## config.mk

```make
export PLATFORM = sky130hd
export DESIGN_NAME = atdo_top
export DESIGN_NICKNAME = d
export VERILOG_FILES = /design/src/rtl/atdo_pkg.sv /design/src/rtl/atdo_trig_sel.sv /design/src/rtl/atdo_ovs.sv /design/src/rtl/atdo_top.sv
export SDC_FILE = /design/constraint.sdc
export NUM_CORES = 1
export LEC_CHECK = 0
export BUFFER_PORTS_ARGS = -buffer_cell sky130_fd_sc_hd__buf_2
export CORE_ASPECT_RATIO = 1.25
export CORE_MARGIN = 4
export CORE_UTILIZATION = 65
export DETAILED_ROUTE_END_ITERATION = 6
export PLACE_DENSITY = 0.93
export SLEW_MARGIN = 20
export SYNTH_ARGS = -nofsm -noshare
export SYNTH_HDL_FRONTEND = slang
export SYNTH_SLANG_ARGS = --single-unit
```

## constraint.sdc

```tcl
create_clock -name mclk -period 13.49 [get_ports mclk]
set_input_delay 2.0235 -clock mclk [delete_from_list [all_inputs] [get_ports mclk]]
set_output_delay 2.0235 -clock mclk [all_outputs]
set_load 0.01 [all_outputs]
```

## src/rtl/atdo_pkg.sv

```systemverilog
// package: constants, modes and carrier structs for the converter control block
//==========================================================================
package atdo_pkg;

    //==========================================================================
    // widths
    localparam int unsigned RES_W  = 12;
    localparam int unsigned DATA_W = 16;
    localparam int unsigned ACC_W  = 20;
    localparam int unsigned SRC_N  = 16;

    //==========================================================================
    // timing, in converter clock cycles
    localparam logic [7:0] SMPL_MIN_CYC = 8'h03;
    localparam logic [3:0] CONV_CYC_12  = 4'hC;
    localparam logic [3:0] CONV_CYC_10  = 4'hA;
    localparam logic [3:0] CONV_CYC_8   = 4'h8;
    localparam logic [3:0] CONV_CYC_6   = 4'h6;

    //==========================================================================
    // oversampler limits and reset values
    localparam logic [3:0]        OVS_SHIFT_MAX = 4'h8;
    localparam logic [DATA_W-1:0] DATA_RST      = 16'h0000;

    //==========================================================================
    // modes
    typedef enum logic [1:0] {
        EDGE_OFF  = 2'h0,
        EDGE_RISE = 2'h1,
        EDGE_FALL = 2'h2,
        EDGE_BOTH = 2'h3
    } atdo_edge_t;

    typedef enum logic [1:0] {
        RES_12 = 2'h0,
        RES_10 = 2'h1,
        RES_8  = 2'h2,
        RES_6  = 2'h3
    } atdo_res_t;

    //==========================================================================
    // carriers
    typedef struct packed {
        atdo_edge_t trigger_edge_mode;
        logic [3:0] trigger_source_select;
        atdo_res_t  resolution_select;
        logic       converter_on;
        logic       dma_enable;
        logic       eoc_mode_select;
        logic       overrun_irq_enable;
        logic       internal_channels_enable;
        logic       battery_channel_enable;
        logic       oversample_enable;
        logic [2:0] oversample_ratio;
        logic [3:0] oversample_shift;
        logic [7:0] sample_cycles;
    } atdo_cfg_t;

    typedef struct packed {
        logic eocFlag;
        logic startFlag;
        logic result_overrun_flag;
    } atdo_stat_t;

    typedef struct packed {
        logic tempSensorEn;
        logic vrefEn;
        logic batteryChanEn;
        logic batteryDividerEn;
    } atdo_ana_en_t;

endpackage

```

## src/rtl/atdo_trig_sel.sv

```systemverilog
// module: external trigger synchroniser, source select and edge detector
`timescale 1ns/1ps
module atdo_trig_sel
    import atdo_pkg::*;
(
    // clock and reset
    input  wire logic                   mclk,
    input  wire logic                   rstn,
    // trigger pins and selection
    input  wire logic [SRC_N-1:0]       hwTrig,
    input  wire atdo_pkg::atdo_edge_t   edgeMode,
    input  wire logic [3:0]             srcSel,
    // one-cycle start request
    output logic                        trigEvent
);
    import atdo_pkg::*;

    logic [SRC_N-1:0] meta_q;
    logic [SRC_N-1:0] sync_q;
    logic [SRC_N-1:0] prev_q;
    logic             cur;
    logic             old;

    //==========================================================================
    // two-stage synchroniser plus per-input history
    always_ff @(posedge mclk or negedge rstn)
    begin
        if (!rstn)
        begin
            meta_q <= '0;
            sync_q <= '0;
            prev_q <= '0;
        end
        else
        begin
            meta_q <= hwTrig;
            sync_q <= meta_q;
            prev_q <= sync_q;
        end
    end

    //==========================================================================
    // history kept per input, so switching source compares like with like
    always_comb
    begin
        cur = sync_q[srcSel];
        old = prev_q[srcSel];
        case (edgeMode)
            EDGE_RISE: trigEvent = cur & ~old;
            EDGE_FALL: trigEvent = ~cur & old;
            EDGE_BOTH: trigEvent = cur ^ old;
            default:   trigEvent = 1'b0;
        endcase
    end

endmodule // atdo_trig_sel

```

## src/rtl/atdo_ovs.sv

```systemverilog
// module: oversampling accumulator with right shift, rounding and truncation
`timescale 1ns/1ps
module atdo_ovs
    import atdo_pkg::*;
(
    // clock and reset
    input  wire logic              mclk,
    input  wire logic              rstn,
    // control
    input  wire logic              flush,
    input  wire logic [2:0]        ratio,
    input  wire logic [3:0]        shift,
    // raw results in
    input  wire logic              sampleValid,
    input  wire logic [RES_W-1:0]  sample,
    // averaged words out
    output logic                   wordValid,
    output logic [DATA_W-1:0]      word
);
    import atdo_pkg::*;

    logic [ACC_W-1:0]  acc_q, acc_d;
    logic [8:0]        cnt_q, cnt_d;
    logic              valid_q, valid_d;
    logic [DATA_W-1:0] word_q, word_d;
    logic [ACC_W-1:0]  sum;
    logic [ACC_W:0]    rounded;
    logic [3:0]        sh;
    logic [8:0]        lastCnt;

    //==========================================================================
    // accumulate, then shift with round-to-nearest on the final sample
    always_comb
    begin
        sh      = (shift > OVS_SHIFT_MAX) ? OVS_SHIFT_MAX : shift;
        lastCnt = 9'((10'h002 << ratio) - 10'h001);
        sum     = acc_q + {{(ACC_W-RES_W){1'b0}}, sample};
        rounded = {1'b0, sum};
        if (sh != 4'h0)
        begin
            rounded = rounded + ((ACC_W+1)'(1) << (sh - 4'h1));
        end
        rounded = rounded >> sh;
        acc_d   = acc_q;
        cnt_d   = cnt_q;
        valid_d = 1'b0;
        word_d  = word_q;
        if (flush)
        begin
            acc_d = '0;
            cnt_d = '0;
        end
        else if (sampleValid)
        begin
            if (cnt_q == lastCnt)
            begin
                acc_d   = '0;
                cnt_d   = '0;
                valid_d = 1'b1;
                word_d  = rounded[DATA_W-1:0];
            end
            else
            begin
                acc_d = sum;
                cnt_d = cnt_q + 9'h001;
            end
        end
    end

    //==========================================================================
    // state registers
    always_ff @(posedge mclk or negedge rstn)
    begin
        if (!rstn)
        begin
            acc_q   <= '0;
            cnt_q   <= '0;
            valid_q <= 1'b0;
            word_q  <= DATA_RST;
        end
        else
        begin
            acc_q   <= acc_d;
            cnt_q   <= cnt_d;
            valid_q <= valid_d;
            word_q  <= word_d;
        end
    end

    assign wordValid = valid_q;
    assign word      = word_q;

endmodule // atdo_ovs

```

## src/rtl/atdo_top.sv

```systemverilog
// module: converter sequencer, result register, DMA request and overrun control
`timescale 1ns/1ps
module atdo_top
    import atdo_pkg::*;
(
    // clock and reset
    input  wire logic                      mclk,
    input  wire logic                      rstn,

    // configuration from software
    input  wire atdo_pkg::atdo_cfg_t       cfg,

    // software strobes
    input  wire logic                      swTrigger,
    input  wire logic                      eocClear,
    input  wire logic                      overrunClear,
    input  wire logic                      startClear,

    // hardware trigger pins
    input  wire logic [atdo_pkg::SRC_N-1:0] hwTrig,

    // analog macro, same clock
    input  wire logic                      compBit,
    output logic                           sampleHold,
    output logic [atdo_pkg::RES_W-1:0]     sarDac,
    output atdo_pkg::atdo_ana_en_t         anaEn,

    // result register and dma side
    input  wire logic                      dataRead,
    output logic [atdo_pkg::DATA_W-1:0]    resultData,
    output logic                           dmaReq,

    // status and interrupt
    output atdo_pkg::atdo_stat_t           status,
    output logic                           irq
);
    import atdo_pkg::*;

    typedef enum logic [1:0] {
        ST_IDLE,
        ST_SAMPLE,
        ST_CONVERT,
        ST_STALL
    } atdo_state_t;

    //==========================================================================
    // declarations
    atdo_state_t       state_q, state_d;
    logic [7:0]        cnt_q, cnt_d;
    logic [3:0]        bit_q, bit_d;
    logic [RES_W-1:0]  sar_q, sar_d;
    logic [DATA_W-1:0] data_q, data_d;
    logic              unread_q, unread_d;
    logic              eoc_q, eoc_d;
    logic              start_q, start_d;
    logic              ovf_q, ovf_d;
    logic              dma_q, dma_d;
    logic              irq_q, irq_d;
    atdo_ana_en_t      ana_q, ana_d;

    logic              trigEvent;
    logic              startConv;
    logic [7:0]        smplLast;
    logic [3:0]        convCyc;
    logic [3:0]        lastBit;
    logic              convDone;
    logic [RES_W-1:0]  rawResult;
    logic              ovsFlush;
    logic              ovsValid;
    logic [DATA_W-1:0] ovsWord;
    logic              wordValid;
    logic [DATA_W-1:0] word;
    logic              ovfCheck;
    logic              ovfEvent;

    //==========================================================================
    // trigger path
    atdo_trig_sel u_trig (
        .mclk      (mclk),
        .rstn      (rstn),
        .hwTrig    (hwTrig),
        .edgeMode  (cfg.trigger_edge_mode),
        .srcSel    (cfg.trigger_source_select),
        .trigEvent (trigEvent)
    );

    assign startConv = cfg.converter_on & (swTrigger | trigEvent);

    //==========================================================================
    // timing derived from resolution and sample setting
    always_comb
    begin
        // resolution is only legal to change with the converter off
        case (cfg.resolution_select)
            RES_12:  convCyc = CONV_CYC_12;
            RES_10:  convCyc = CONV_CYC_10;
            RES_8:   convCyc = CONV_CYC_8;
            RES_6:   convCyc = CONV_CYC_6;
            default: convCyc = CONV_CYC_12;
        endcase
        lastBit = 4'(RES_W) - convCyc;
        // same sample length for every conversion of an oversampled burst
        if (cfg.sample_cycles < SMPL_MIN_CYC)
        begin
            smplLast = SMPL_MIN_CYC - 8'h01;
        end
        else
        begin
            smplLast = cfg.sample_cycles - 8'h01;
        end
    end

    //==========================================================================
    // successive approximation sequencer
    always_comb
    begin
        state_d   = state_q;
        cnt_d     = cnt_q;
        bit_d     = bit_q;
        sar_d     = sar_q;
        convDone  = 1'b0;
        rawResult = sar_q;
        if (compBit)
        begin
            rawResult[bit_q] = 1'b1;
        end
        else
        begin
            rawResult[bit_q] = 1'b0;
        end
        case (state_q)
            ST_IDLE:
            begin
                if (startConv)
                begin
                    state_d = ST_SAMPLE;
                    cnt_d   = '0;
                end
            end
            ST_SAMPLE:
            begin
                if (cnt_q == smplLast)
                begin
                    state_d = ST_CONVERT;
                    bit_d   = 4'(RES_W - 1);
                    sar_d   = {1'b1, {(RES_W-1){1'b0}}};
                end
                else
                begin
                    cnt_d = cnt_q + 8'h01;
                end
            end
            ST_CONVERT:
            begin
                sar_d = rawResult;
                if (bit_q == lastBit)
                begin
                    convDone = 1'b1;
                    state_d  = ST_IDLE;
                end
                else
                begin
                    bit_d        = bit_q - 4'h1;
                    sar_d[bit_d] = 1'b1;
                end
            end
            ST_STALL:
            begin
                // stays here until software clears the overrun flag
                if (!ovf_q)
                begin
                    state_d = ST_IDLE;
                end
            end
            default:
            begin
                state_d = ST_IDLE;
            end
        endcase
        if (ovfEvent)
        begin
            state_d = ST_STALL;
        end
        else if (!cfg.converter_on && state_q != ST_STALL)
        begin
            state_d = ST_IDLE;
        end
    end

    always_ff @(posedge mclk or negedge rstn)
    begin
        if (!rstn)
        begin
            state_q <= ST_IDLE;
            cnt_q   <= '0;
            bit_q   <= '0;
            sar_q   <= '0;
        end
        else
        begin
            state_q <= state_d;
            cnt_q   <= cnt_d;
            bit_q   <= bit_d;
            sar_q   <= sar_d;
        end
    end

    assign sampleHold = (state_q == ST_SAMPLE);
    assign sarDac     = sar_q;

    //==========================================================================
    // oversampler; low bits past the resolution are already zero
    assign ovsFlush = ovfEvent | ~cfg.converter_on | ~cfg.oversample_enable;

    atdo_ovs u_ovs (
        .mclk        (mclk),
        .rstn        (rstn),
        .flush       (ovsFlush),
        .ratio       (cfg.oversample_ratio),
        .shift       (cfg.oversample_shift),
        .sampleValid (convDone & cfg.oversample_enable),
        .sample      (rawResult),
        .wordValid   (ovsValid),
        .word        (ovsWord)
    );

    //==========================================================================
    // result selection and overrun detection
    always_comb
    begin
        if (cfg.oversample_enable)
        begin
            wordValid = ovsValid;
            word      = ovsWord;
        end
        else
        begin
            wordValid = convDone;
            word      = {{(DATA_W-RES_W){1'b0}}, rawResult};
        end
        ovfCheck = cfg.dma_enable | cfg.eoc_mode_select;
        ovfEvent = wordValid & ovfCheck & unread_q & ~dataRead;
    end

    //==========================================================================
    // flags, data register and dma request; every hardware set beats a clear
    always_comb
    begin
        data_d   = data_q;
        unread_d = unread_q & ~dataRead;
        eoc_d    = eoc_q & ~eocClear & ~dataRead;
        start_d  = (start_q & ~startClear) | (state_q == ST_IDLE && startConv);
        ovf_d    = ovf_q & ~overrunClear;
        dma_d    = 1'b0;
        if (ovfEvent)
        begin
            // newest result dropped so unread data survives
            ovf_d = 1'b1;
        end
        else if (wordValid)
        begin
            data_d   = word;
            unread_d = 1'b1;
            eoc_d    = 1'b1;
            dma_d    = cfg.dma_enable;
        end
        irq_d = ovf_d & cfg.overrun_irq_enable;
        ana_d.tempSensorEn     = cfg.internal_channels_enable;
        ana_d.vrefEn           = cfg.internal_channels_enable;
        ana_d.batteryChanEn    = cfg.battery_channel_enable;
        ana_d.batteryDividerEn = cfg.battery_channel_enable;
    end

    always_ff @(posedge mclk or negedge rstn)
    begin
        if (!rstn)
        begin
            data_q   <= DATA_RST;
            unread_q <= 1'b0;
            eoc_q    <= 1'b0;
            start_q  <= 1'b0;
            ovf_q    <= 1'b0;
            dma_q    <= 1'b0;
            irq_q    <= 1'b0;
            ana_q    <= '0;
        end
        else
        begin
            data_q   <= data_d;
            unread_q <= unread_d;
            eoc_q    <= eoc_d;
            start_q  <= start_d;
            ovf_q    <= ovf_d;
            dma_q    <= dma_d;
            irq_q    <= irq_d;
            ana_q    <= ana_d;
        end
    end

    //==========================================================================
    // outputs, all from flops
    assign resultData                 = data_q;
    assign dmaReq                     = dma_q;
    assign irq                        = irq_q;
    assign anaEn                      = ana_q;
    assign status.eocFlag             = eoc_q;
    assign status.startFlag           = start_q;
    assign status.result_overrun_flag = ovf_q;

endmodule // atdo_top

```

* Yosys cells after proc, flatten, opt, wreduce, memory -nomap -nowiden
Index checks and enable logic that the tools add are counted.
Word-level totals: flip-flop bits (word level) 144, bits in latches 0, RAM bits 0, bits in read-only memories 0, input port bits 54, output and inout port bits 38, word-level logic and storage cells 160, memories 0
Cells by class: add/sub/neg operators 9, multiply operators 0, div/mod/pow operators 0, magnitude comparators 7, equal/unequal tests 21, shifts and indexed selects 3, multiplexer cells 50, bitwise logic cells 33, reductions and logical operators 17
Operator list (number):
- 2-to-1 mux 20 bit | 3
- 2-to-1 mux 12 bit | 3
- 2-to-1 mux 9 bit | 3
- 2-to-1 mux 8 bit | 3
- bitwise OR 12 bit | 2
- one-hot mux 12 bit (2 select lines) | 1
- adder 20 x 21 -> 21 bit | 1
- 2-to-1 mux 21 bit | 1
- left shift 1 x 4 -> 21 bit (first input constant) | 1
- >> shifter 21 x 4 -> 16 bit | 1
- adder 20 x 12 -> 20 bit | 1
- 2-to-1 mux 1 bit | 17
- 2-to-1 mux 16 bit | 1
- one-hot mux 4 bit (4 select lines) | 1
- one-hot mux 8 bit (2 select lines) | 1
- less-than comparator 4 x 5 -> 1 bit (second input constant) | 3
- AND 1 bit | 13
- AND 12 bit | 1
- equality test 2 bit (second input constant) | 6
- 2-to-1 mux 2 bit | 6
- 2-to-1 mux 4 bit | 3
- inequality test 4 bit (second input constant) | 3
- inverter 12 bit | 1
- inverter 1 bit | 10
- other kinds (32) | 54

* Logic depth before layout (Yosys ltp)
Gate-level depths: netlist (run 1).
depth in word-level cells 14, depth in mapped cells 26, depth with buffers taken out 24

* Modules after synthesis
Synthesis (run 1) repeated with hierarchy kept, for this count alone.
Second synthesis, totals: cells, all modules 1048, area total of the unflattened synthesis 9909.5 um^2
By module, submodules not included:
- atdo_ovs | instances 1, cells an instance 621, area each 4902.2 um^2, sequential area each 1151.1 um^2
- atdo_top | instances 1, cells an instance 348, area each 3479.6 um^2, sequential area each 1251.2 um^2
- atdo_trig_sel | instances 1, cells an instance 79, area each 1527.7 um^2, sequential area each 1201.2 um^2

* Least setup slack after synthesis (run 1)
OpenSTA, ideal clock, no wires.
kind input to register, start input port compBit, end register u_ovs.word_q[14] (netlist: u_ovs.word[14]), setup time 0.077 ns, data arrival time 6.329 ns, data required time 13.413 ns, setup slack 7.083 ns, cell stages on the path 21, path buffers 1, cells stage by stage clkbuf_1 -> mux2i_1 -> inv_1 -> ha_1 -> fa_1 -> a211oi_1 -> o211a_1 -> o21ai_4 -> and3_1 -> xnor2_1 -> inv_1 -> ha_1 -> and3b_1 -> o211ai_1 -> a21oi_1 -> a211o_1 -> a311o_1 -> a211oi_1 -> nor2_1 -> a211o_1 -> a21oi_1
Between the ends: cells in the longest elaborated chain, start to end 5
RTL lines:
- start, declared | line atdo_top.sv:23 | input wire logic compBit,
- 2-to-1 mux 12 bit * | line atdo_top.sv:123 | if (compBit)
- adder 20 x 12 -> 20 bit * | line atdo_ovs.sv:37 | sum = acc_q + {{(ACC_W-RES_W){1'b0}}, sample};
- adder 20 x 21 -> 21 bit | line atdo_ovs.sv:41 | rounded = rounded + ((ACC_W+1)'(1) << (sh - 4'h1));
- 2-to-1 mux 21 bit * | line atdo_ovs.sv:39 | if (sh != 4'h0)
- >> shifter 21 x 4 -> 16 bit * | line atdo_ovs.sv:43 | rounded = rounded >> sh;
- end signal, assigned | line atdo_ovs.sv:86 | word_q <= word_d;
- end, declared | line atdo_ovs.sv:25 | logic [DATA_W-1:0] word_q, word_d;
Mark *: on every way between the ends. The rest lies on a longest branch, timed or not. A chain may end at the register's enable or synchronous reset.

* Worst setup path in the final report (run 1)
Same ends and word-level chain as after synthesis.

==> results.toml, run 1 <==
[outcome]
status = "finished, final reports clean"

[final_layout]
diodes = 0
stdcell_count = 1266
syn_to_final_growth_pct = 11.8
drive_gt1_frac = 0.147
finish.instance_area_um2 = 10400
fin_nets = 1176

[sta]
skew_ns = 0.00957
finalSetupViolations = 0
rsz0062_at_grt = "false"
worst_slack_ns = 6.86
clock.fmax_mhz = 151
hold_violations = 0
fin_crit_ns = 6.63
worst_pin_slew_ns = 1.05
fin_tns_setup_ns = 0
slew-limit-headroom = 0.297
period_share = 0.491
slew_violations = 0

[detailed_routing]
vias_per_cell = 7.07
vias = 8955
initialDrtViolationCount = 1294
wl_um = 29200
drt.antenna.violating_nets = 0
route.detailed.drc = 0
dr.pass1.iters = 7
detail_route.wl_per_cell_um = 23.0

[hold_path]
min_from = "u_trig.meta_q[8]$_DFF_PN0_"
hp-class = "reg -> reg"

[cts]
ctsResizeCount = 0
cts-buffers-inserted = 17
clk_pin_slew_ns = 0.07
htreeDepth = 4
insertion_delay_ns = 0.44
cts_tree = "built"
hold_buffers = 0
cts_sinks = 144
post_cts_buffers = 0
root_buffer = "clkbuf_16"
cts_buffer_depth = 2

[floorplan]
io_pins = 92
core_um2 = 13900
die_h_um = 142
die_w_um = 115
initial_core_util = 0.667
rows = 48
dieArea_um2 = 16300

[synth]
synth_flop_cell = "dfrtp_1"
synth-seq-cells = 144
yosysUniqueCellTypes = 80
synth_edf_count = 0
synthCells = 1016
yosysTopAreaCell = "dfrtp_1"
async_flop_share = 1.00
synthTopCellsByArea = "dfrtp_1, ha_1, o21ai_0"
seq_area_frac_synth = 0.387
yosysMostFrequentCell = "dfrtp_1"
synthTopCellsByCount = "dfrtp_1, nand2_1, o21ai_0"
ys_warn_count = 0
synth_area_um2 = 9300
synth_top_area_share = 0.387
syn_avg_cell_area_um2 = 9.15

[setup_path]
required_ns = 13.86
ff2ff_setup_slack_ns = 7.16
critPathArrivalTime_ns = 7.00
path_max_fanout = 12
end_kind = "register"
crit_type = "in -> reg"
regToRegStartpoint = "bit_q[0]$_DFFE_PN0P_"
critPathLaunch = "compBit"
worst_setup_path_start_kind = "primary input"

[global_route]
grt_usage = 0.363
grt_max_degree = 75
grt_pass1_wl_um = 46300
antenna_found_initial = 1
grt_pass1_vias = 8772
grt.overflow.total = 0

[power_and_ir_drop]
ir_drop_uv = 101
powerDensity_nw_per_um2 = 138
p_leak_nw = 4.88

[placement]
place_area_um2 = 9790
dp_cells = 1234
place_hpwl_um = 18500
dp_slack_ns = 6.51
gp_congestion = 0.964
portBuffers = 91

[flow_run]
cap_violations = 0
[where the power goes]
part,switching (mW),internal (mW)
registers,0.0365,0.459
logic,0.295,0.157
clock network,0.233,0.252
[per-stage QoR]
stage	power, mW	hold slack (ns)	util
after global routing	1.48	0.356	0.746
after global placement	0.891	0.333	0.702
after floorplan	0.781	0.331	-
final	1.43	0.348	0.746
after detailed placement	0.909	0.335	0.702
after CTS	1.41	0.351	0.746
[layout by cell type, fill, tap and decap left out, types with 5 or more instances in the layout]
cell type  instances
nor2_1            68
a211oi_1          14
a31oi_1            7
dfrtp_1          144
xnor2_1           30
nand2_1          117
nor2b_1           10
and2_1            15
o21a_1            11
and3_1            13
mux4_2            10
a21o_1            14
o21ai_0           88
a21oi_1           60
buf_2             90
mux2i_1           29
nand3_1           18
or3_1              6
o22ai_1            5
mux2_2             8
a211o_1            8
nand4_1            7
o31ai_1           11
a22o_1            25
o211ai_1          20
a22oi_1            5
or4_1              7
xor2_1            16
clkbuf_16         17
nor3b_1            5
inv_1             44
nand2b_1           7
ha_1              42
nor4_1             5
nor3_1            21
inv_8              7
[worst max-delay path, stage by stage]
cell      delay, ns
buf_2          0.19
mux2i_1        0.31
inv_1          0.08
ha_1           0.23
fa_1           0.42
a211oi_1       0.43
o211a_1        0.30
o21ai_4        0.12
and3_1         0.25
xnor2_1        0.18
inv_1          0.07
ha_1           0.38
and3b_1        0.21
o211ai_1       0.08
a21oi_1        0.06
a211o_1        0.33
a311o_1        0.37
a211oi_1       0.46
nor2_1         0.09
a211o_1        0.28
a21oi_1        0.11
[worst paths after layout]
check	cells after the start	endpoint
max	21	u_ovs.word[14]$_DFFE_PN0P_
min	0	u_trig.sync_q[8]$_DFF_PN0_
max reg2reg	23	u_ovs.word[14]$_DFFE_PN0P_
min reg2reg	0	u_trig.sync_q[8]$_DFF_PN0_
max in group asynchronous	2	resultData[12]$_DFFE_PN0P_
min in group asynchronous	1	u_trig.prev_q[5]$_DFF_PN0_
[registers in the layout, indices dropped and copies added (netlist names), 2 cells and up]
register / count
anaEn: 2
bit_q: 4
cnt_q: 8
resultData: 16
sarDac: 12
state_q: 2
u_ovs.acc_q: 20
u_ovs.cnt_q: 9
u_ovs.word: 16
u_trig.meta_q: 16
u_trig.prev_q: 16
u_trig.sync_q: 16
[logic make-up (layout without fill, tap and decap cells)]
kind of cell | Yosys count | count (layout) | share of synthesized area
other | 1 | 3 | 0.000403
AND/OR/NAND/NOR | 315 | 315 | 0.164
XOR/XNOR | 48 | 48 | 0.0475
AO/OA/AOI/OAI | 317 | 317 | 0.230
adder cells (fa/ha/maj) | 44 | 44 | 0.0608
flip-flops | 144 | 144 | 0.387
multiplexers | 48 | 48 | 0.0662
buffers and inverters | 99 | 172 | 0.0431
[routing by layer]
metal	vias up	global-route usage	share of wire	routed length (um)
li1	3826	-	-	-
met5	-	0	0.00045	13
met2	688	0.589	0.48	14000
met3	196	0.107	0.098	2850
met4	2	0.237	0.076	2220
met1	4243	0.411	0.35	10100
[layout make-up]
type	count	area [um^2]
fill	871	3540
clock inverter	15	178
multi-input combinational	775	5310
clock buffer	17	425
tap	175	219
timing repair buffer	94	484
inverter	46	173
sequential	144	3600
No activity file was read; power rests on OpenSTA's default activity.
==> run 2: changes to the inputs <==
- CORE_UTILIZATION: 65 -> 60
- PLACE_DENSITY: 0.93 -> 0.87
- clock period: 13.49 -> 6.14 ns (I/O delays scaled with it)
==> results.toml, run 2 (synthesis results as in run 1) <==
[placement]
gp_congestion = 0.999
dp_slack_ns = 0.234
place_hpwl_um = 17900
portBuffers = 91

[sta]
fin_crit_ns = 5.67
period_share = 0.923
clock.fmax_mhz = 176
finalSetupViolations = 0
slew-limit-headroom = 0.249
worst_pin_slew_ns = 1.09
fin_tns_setup_ns = 0
rsz0062_at_grt = "false"
worst_slack_ns = 0.470
skew_ns = 0.0104
hold_violations = 0
slew_violations = 0

[final_layout]
largest_reg_flops = 20
layout_commonest_cell = "dfrtp_1"
diodes = 0
mostFrequentLayoutCells = "dfrtp_1, nand2_1, buf_2"
largest_register = "u_ovs.acc_q"
fin_nets = 1184
drive_gt1_frac = 0.156
syn_to_final_growth_pct = 13.1
fillerInstances = 1069

[global_route]
grt.overflow.total = 0
antenna_found_initial = 0
grt_pass1_wl_um = 40900
grt_usage = 0.287
grt_max_degree = 90
grt_pass1_vias = 8058

[detailed_routing]
wl_um = 25000
vias = 8354
drt.antenna.violating_nets = 0
route.detailed.drc = 0
detail_route.wl_per_cell_um = 19.1
dr.pass1.iters = 6
vias_per_cell = 6.39
initialDrtViolationCount = 921

[setup_path]
worst_path_most_repeated_cell = "inv_1"
critPathArrivalTime_ns = 5.99
critPathBufInv = 3
timing.critical_path.cells = "inv_1 > ha_4 > nand2_1 > mux2i_1 > inv_1 > ha_1 > fa_1 > a211oi_2 > o211a_1 > o21ai_4 > and3_1 > xnor2_1 > inv_1 > ha_1 > and3b_1 > o211ai_1 > a21oi_1 > a211o_1 > a41oi_2 > o21a_1 > o32ai_1 > a311oi_1 > a221o_1 > a21oi_1"
path_max_fanout = 12
slowest_delay_ns = 0.48
path_delay_family = "compound AO/OA/AOI/OAI gates"
cpMaxStageDelayCell = "dfrtp_2"
end_kind = "register"
worst-path-stages = 24
worst_setup_path_start_kind = "register"
reg2reg_depth = 24
required_ns = 6.46
crit_type = "reg -> reg"

[cts]
clk_pin_slew_ns = 0.07
cts_tree = "built"
cts_sinks = 144
htreeDepth = 4
cts-buffers-inserted = 17
root_buffer = "clkbuf_16"
cts_buffer_depth = 2
insertion_delay_ns = 0.44
post_cts_buffers = 0

[power_and_ir_drop]
ir_drop_uv = 208
powerDensity_nw_per_um2 = 293
p_leak_nw = 4.92

[floorplan]
die_h_um = 147
rows = 50
initial_core_util = 0.617
core_um2 = 15100
io_pins = 92
dieArea_um2 = 17600
die_w_um = 119

[flow_run]
cap_violations = 0

[hold_path]
whs_path_depth = 0
hp-class = "reg -> reg"

[outcome]
status = "finished, final reports clean"
[run 2: path summary, 6_finish.rpt]
path / startpoint / endpoint / slack [ns]
worst max-delay path: bit_q[1]$_DFFE_PN0P_ / u_ovs.word[12]$_DFFE_PN0P_ / 0.47
worst min register to register: u_trig.meta_q[5]$_DFF_PN0_ / u_trig.sync_q[5]$_DFF_PN0_ / 0.35
worst max register to register: bit_q[1]$_DFFE_PN0P_ / u_ovs.word[12]$_DFFE_PN0P_ / 0.47
worst min-delay path: u_trig.meta_q[5]$_DFF_PN0_ / u_trig.sync_q[5]$_DFF_PN0_ / 0.35
min in group asynchronous: rstn / u_trig.prev_q[4]$_DFF_PN0_ / 0.50
max in group asynchronous: rstn / u_ovs.acc_q[17]$_DFFE_PN0P_ / 4.43
[run 2: power breakdown]
part	leakage (nW)	internal, mW	switching (mW)
combinational	2.76	0.363	0.598
sequential	1.87	1.01	0.0656
clock	0.293	0.554	0.497
total	4.92	1.93	1.16
[run 2: metal layers]
layer  vias up  global-route usage  part of all wire
met1      3983               0.352              0.39
met5         -                   0                 0
met2       438               0.491              0.50
li1       3849                   -                 -
met4         0               0.136             0.044
met3        84              0.0497             0.066
[run 2: what timing repair did]
item,4_1_cts,5_1_grt
setup endpoints to repair,0,8
resized for setup,0,5
hold buffers,0,0
[run 2: layout make-up]
type | instances | area, um^2 | share of cell area
clock inverters | 15 | 180 | 0.0171
multi-input cells | 775 | 5330 | 0.507
inverters | 46 | 173 | 0.0164
clock buffers | 17 | 425 | 0.0404
well taps | 208 | 260 | 0.0247
repair buffers | 102 | 544 | 0.0517
flip-flops and latches | 144 | 3600 | 0.343
[run 2: metrics by stage]
step	area, um^2	instances	util	total power [mW]	hold slack [ns]
CTS	10500	1307	0.696	3.06	0.348
global placement	9890	1275	0.656	1.99	0.333
detailed placement	9890	1275	0.656	2.01	0.335
global route	10500	1307	0.698	3.23	0.358
finish	10500	1307	0.698	3.09	0.350
floorplan	9310	1018	-	1.72	0.331
==> run 3: changes to the inputs <==
- CELL_PAD_IN_SITES_DETAIL_PLACEMENT: default -> 1
- CELL_PAD_IN_SITES_GLOBAL_PLACEMENT: default -> 2
- CORE_MARGIN: 4 -> 5
- CORE_UTILIZATION: 60 -> 38
- CTS_BUF_LIST: default -> sky130_fd_sc_hd__clkbuf_8 sky130_fd_sc_hd__clkbuf_16
- PLACE_DENSITY: 0.87 -> 0.88
==> results.toml, run 3 (synthesis results as in run 1) <==
[flow_run]
cap_violations = 0

[final_layout]
fillerInstances = 2894
diodes = 0
largest_reg_flops = 20
largest_register = "u_ovs.acc_q"
layout_commonest_cell = "dfrtp_1"
drive_gt1_frac = 0.168
mostFrequentLayoutCells = "dfrtp_1, nand2_1, buf_2"
syn_to_final_growth_pct = 15.5
finish.instance_area_um2 = 10700
fin_nets = 1196

[setup_path]
reg2reg_depth = 22
required_ns = 6.48
path_delay_family = "compound AO/OA/AOI/OAI gates"
slowest_delay_ns = 0.57
regToRegStartpoint = "bit_q[2]$_DFFE_PN0P_"
worst_setup_path_start_kind = "register"
cpMaxStageDelayCell = "dfrtp_1"
critPathBufInv = 2
end_kind = "register"
critPathArrivalTime_ns = 6.07
r2r-end = "u_ovs.word[15]$_DFFE_PN0P_"
path_max_fanout = 10
crit_type = "reg -> reg"
ff2ff_setup_slack_ns = 0.41
timing.critical_path.cells = "nor2b_2 > nand2_1 > mux2i_1 > inv_1 > ha_1 > o21ai_0 > or3_1 > o21ai_4 > and3_1 > xnor2_1 > inv_1 > ha_1 > and3b_1 > o211ai_1 > a21oi_1 > a211o_1 > nand4b_2 > nor4_1 > a2111oi_4 > mux2_2 > mux2i_1 > o31ai_1"

[detailed_routing]
vias_per_cell = 5.68
initialDrtViolationCount = 430
dr.pass1.iters = 5
route.detailed.drc = 0
drt.antenna.violating_nets = 0
detail_route.wl_per_cell_um = 20.4
wl_um = 29300
vias = 8179

[cts]
cts_buffer_depth = 2
cts-buffers-inserted = 17
cts_tree = "built"
hold_buffers = 0
insertion_delay_ns = 0.44
root_buffer = "clkbuf_16"
cts_sinks = 144
clk_pin_slew_ns = 0.07
htreeDepth = 4

[placement]
portBuffers = 91
place_area_um2 = 10100
place_hpwl_um = 22300
gp_congestion = 0.911

[global_route]
antenna_found_initial = 0
grt.overflow.total = 0
grt_pass1_vias = 8752
grt_max_degree = 83
grt_usage = 0.217
grt_pass1_wl_um = 47400

[sta]
worst_pin_slew_ns = 1.02
worst_hold_slack_ns = 0.351
clock.fmax_mhz = 175
slew-limit-headroom = 0.317
skew_ns = 0.0101
period_share = 0.933
finalSetupViolations = 0
slew_violations = 0
rsz0062_at_grt = "false"
fin_crit_ns = 5.73
hold_violations = 0
fin_tns_setup_ns = 0

[hold_path]
whs_path_depth = 0
hold_path_end = "u_trig.sync_q[7]$_DFF_PN0_"
min_from = "u_trig.meta_q[7]$_DFF_PN0_"
hp-class = "reg -> reg"

[floorplan]
die_w_um = 150
rows = 64
initial_core_util = 0.382
dieArea_um2 = 27700
io_pins = 92
core_um2 = 24300
die_h_um = 185

[power_and_ir_drop]
p_leak_nw = 4.96
ir_drop_uv = 144
powerDensity_nw_per_um2 = 292

[outcome]
status = "finished, final reports clean"
run 3: power by group:
group / leakage, nW / switching [mW] / internal (mW)
sequential: 1.87 / 0.0672 / 1.01
combinational: 2.81 / 0.638 / 0.384
clock: 0.282 / 0.482 / 0.549
total: 4.96 / 1.19 / 1.94
run 3: layout make-up:
type	count	area, um^2	area share
Clock buffer	18	439	0.0409
Tap cell	330	413	0.0385
Sequential cell	144	3610	0.336
Inverter	46	173	0.0161
Timing Repair Buffer	114	634	0.0591
Multi-Input combinational cell	775	5330	0.497
Clock inverter	14	141	0.0132
run 3: what timing repair did:
action,4_1_cts,5_1_grt
setup endpoints to repair,0,8
gates resized for setup,0,7
buffers inserted,0,1
run 3: stage by stage:
stage / util / setup WS [ns] / total power, mW / cells
2_1_floorplan: - / 0.682 / 1.72 / 1018
3_3_place_gp: 0.416 / 0.330 / 2.07 / 1408
3_5_place_dp: 0.416 / 0.175 / 2.09 / 1408
4_1_cts: 0.440 / 0.176 / 3.14 / 1440
5_1_grt: 0.441 / 0.0207 / 3.31 / 1441
6_report: 0.441 / 0.413 / 3.13 / 1441
run 3: worst max-delay path by stage:
stage,start,slack (ns),cells after the start,to
floorplan,bit_q[0]$_DFFE_PN0P_,0.68,25,u_ovs.word[14]$_DFFE_PN0P_
global placement,compBit,0.33,21,u_ovs.word[14]$_DFFE_PN0P_
detailed placement,compBit,0.18,21,u_ovs.word[14]$_DFFE_PN0P_
CTS,bit_q[0]$_DFFE_PN0P_,0.18,23,u_ovs.word[14]$_DFFE_PN0P_
global route,bit_q[3]$_DFFE_PN0P_,0.02,23,u_ovs.word[14]$_DFFE_PN0P_
finish,bit_q[2]$_DFFE_PN0P_,0.41,22,u_ovs.word[15]$_DFFE_PN0P_
run 3: metal layers:
layer	track usage	up-vias	wire length [um]
met1	0.253	4087	11800
li1	-	3868	-
met4	0.0956	0	1020
met2	0.389	160	15400
met5	0	-	0
met3	0.0360	64	1060
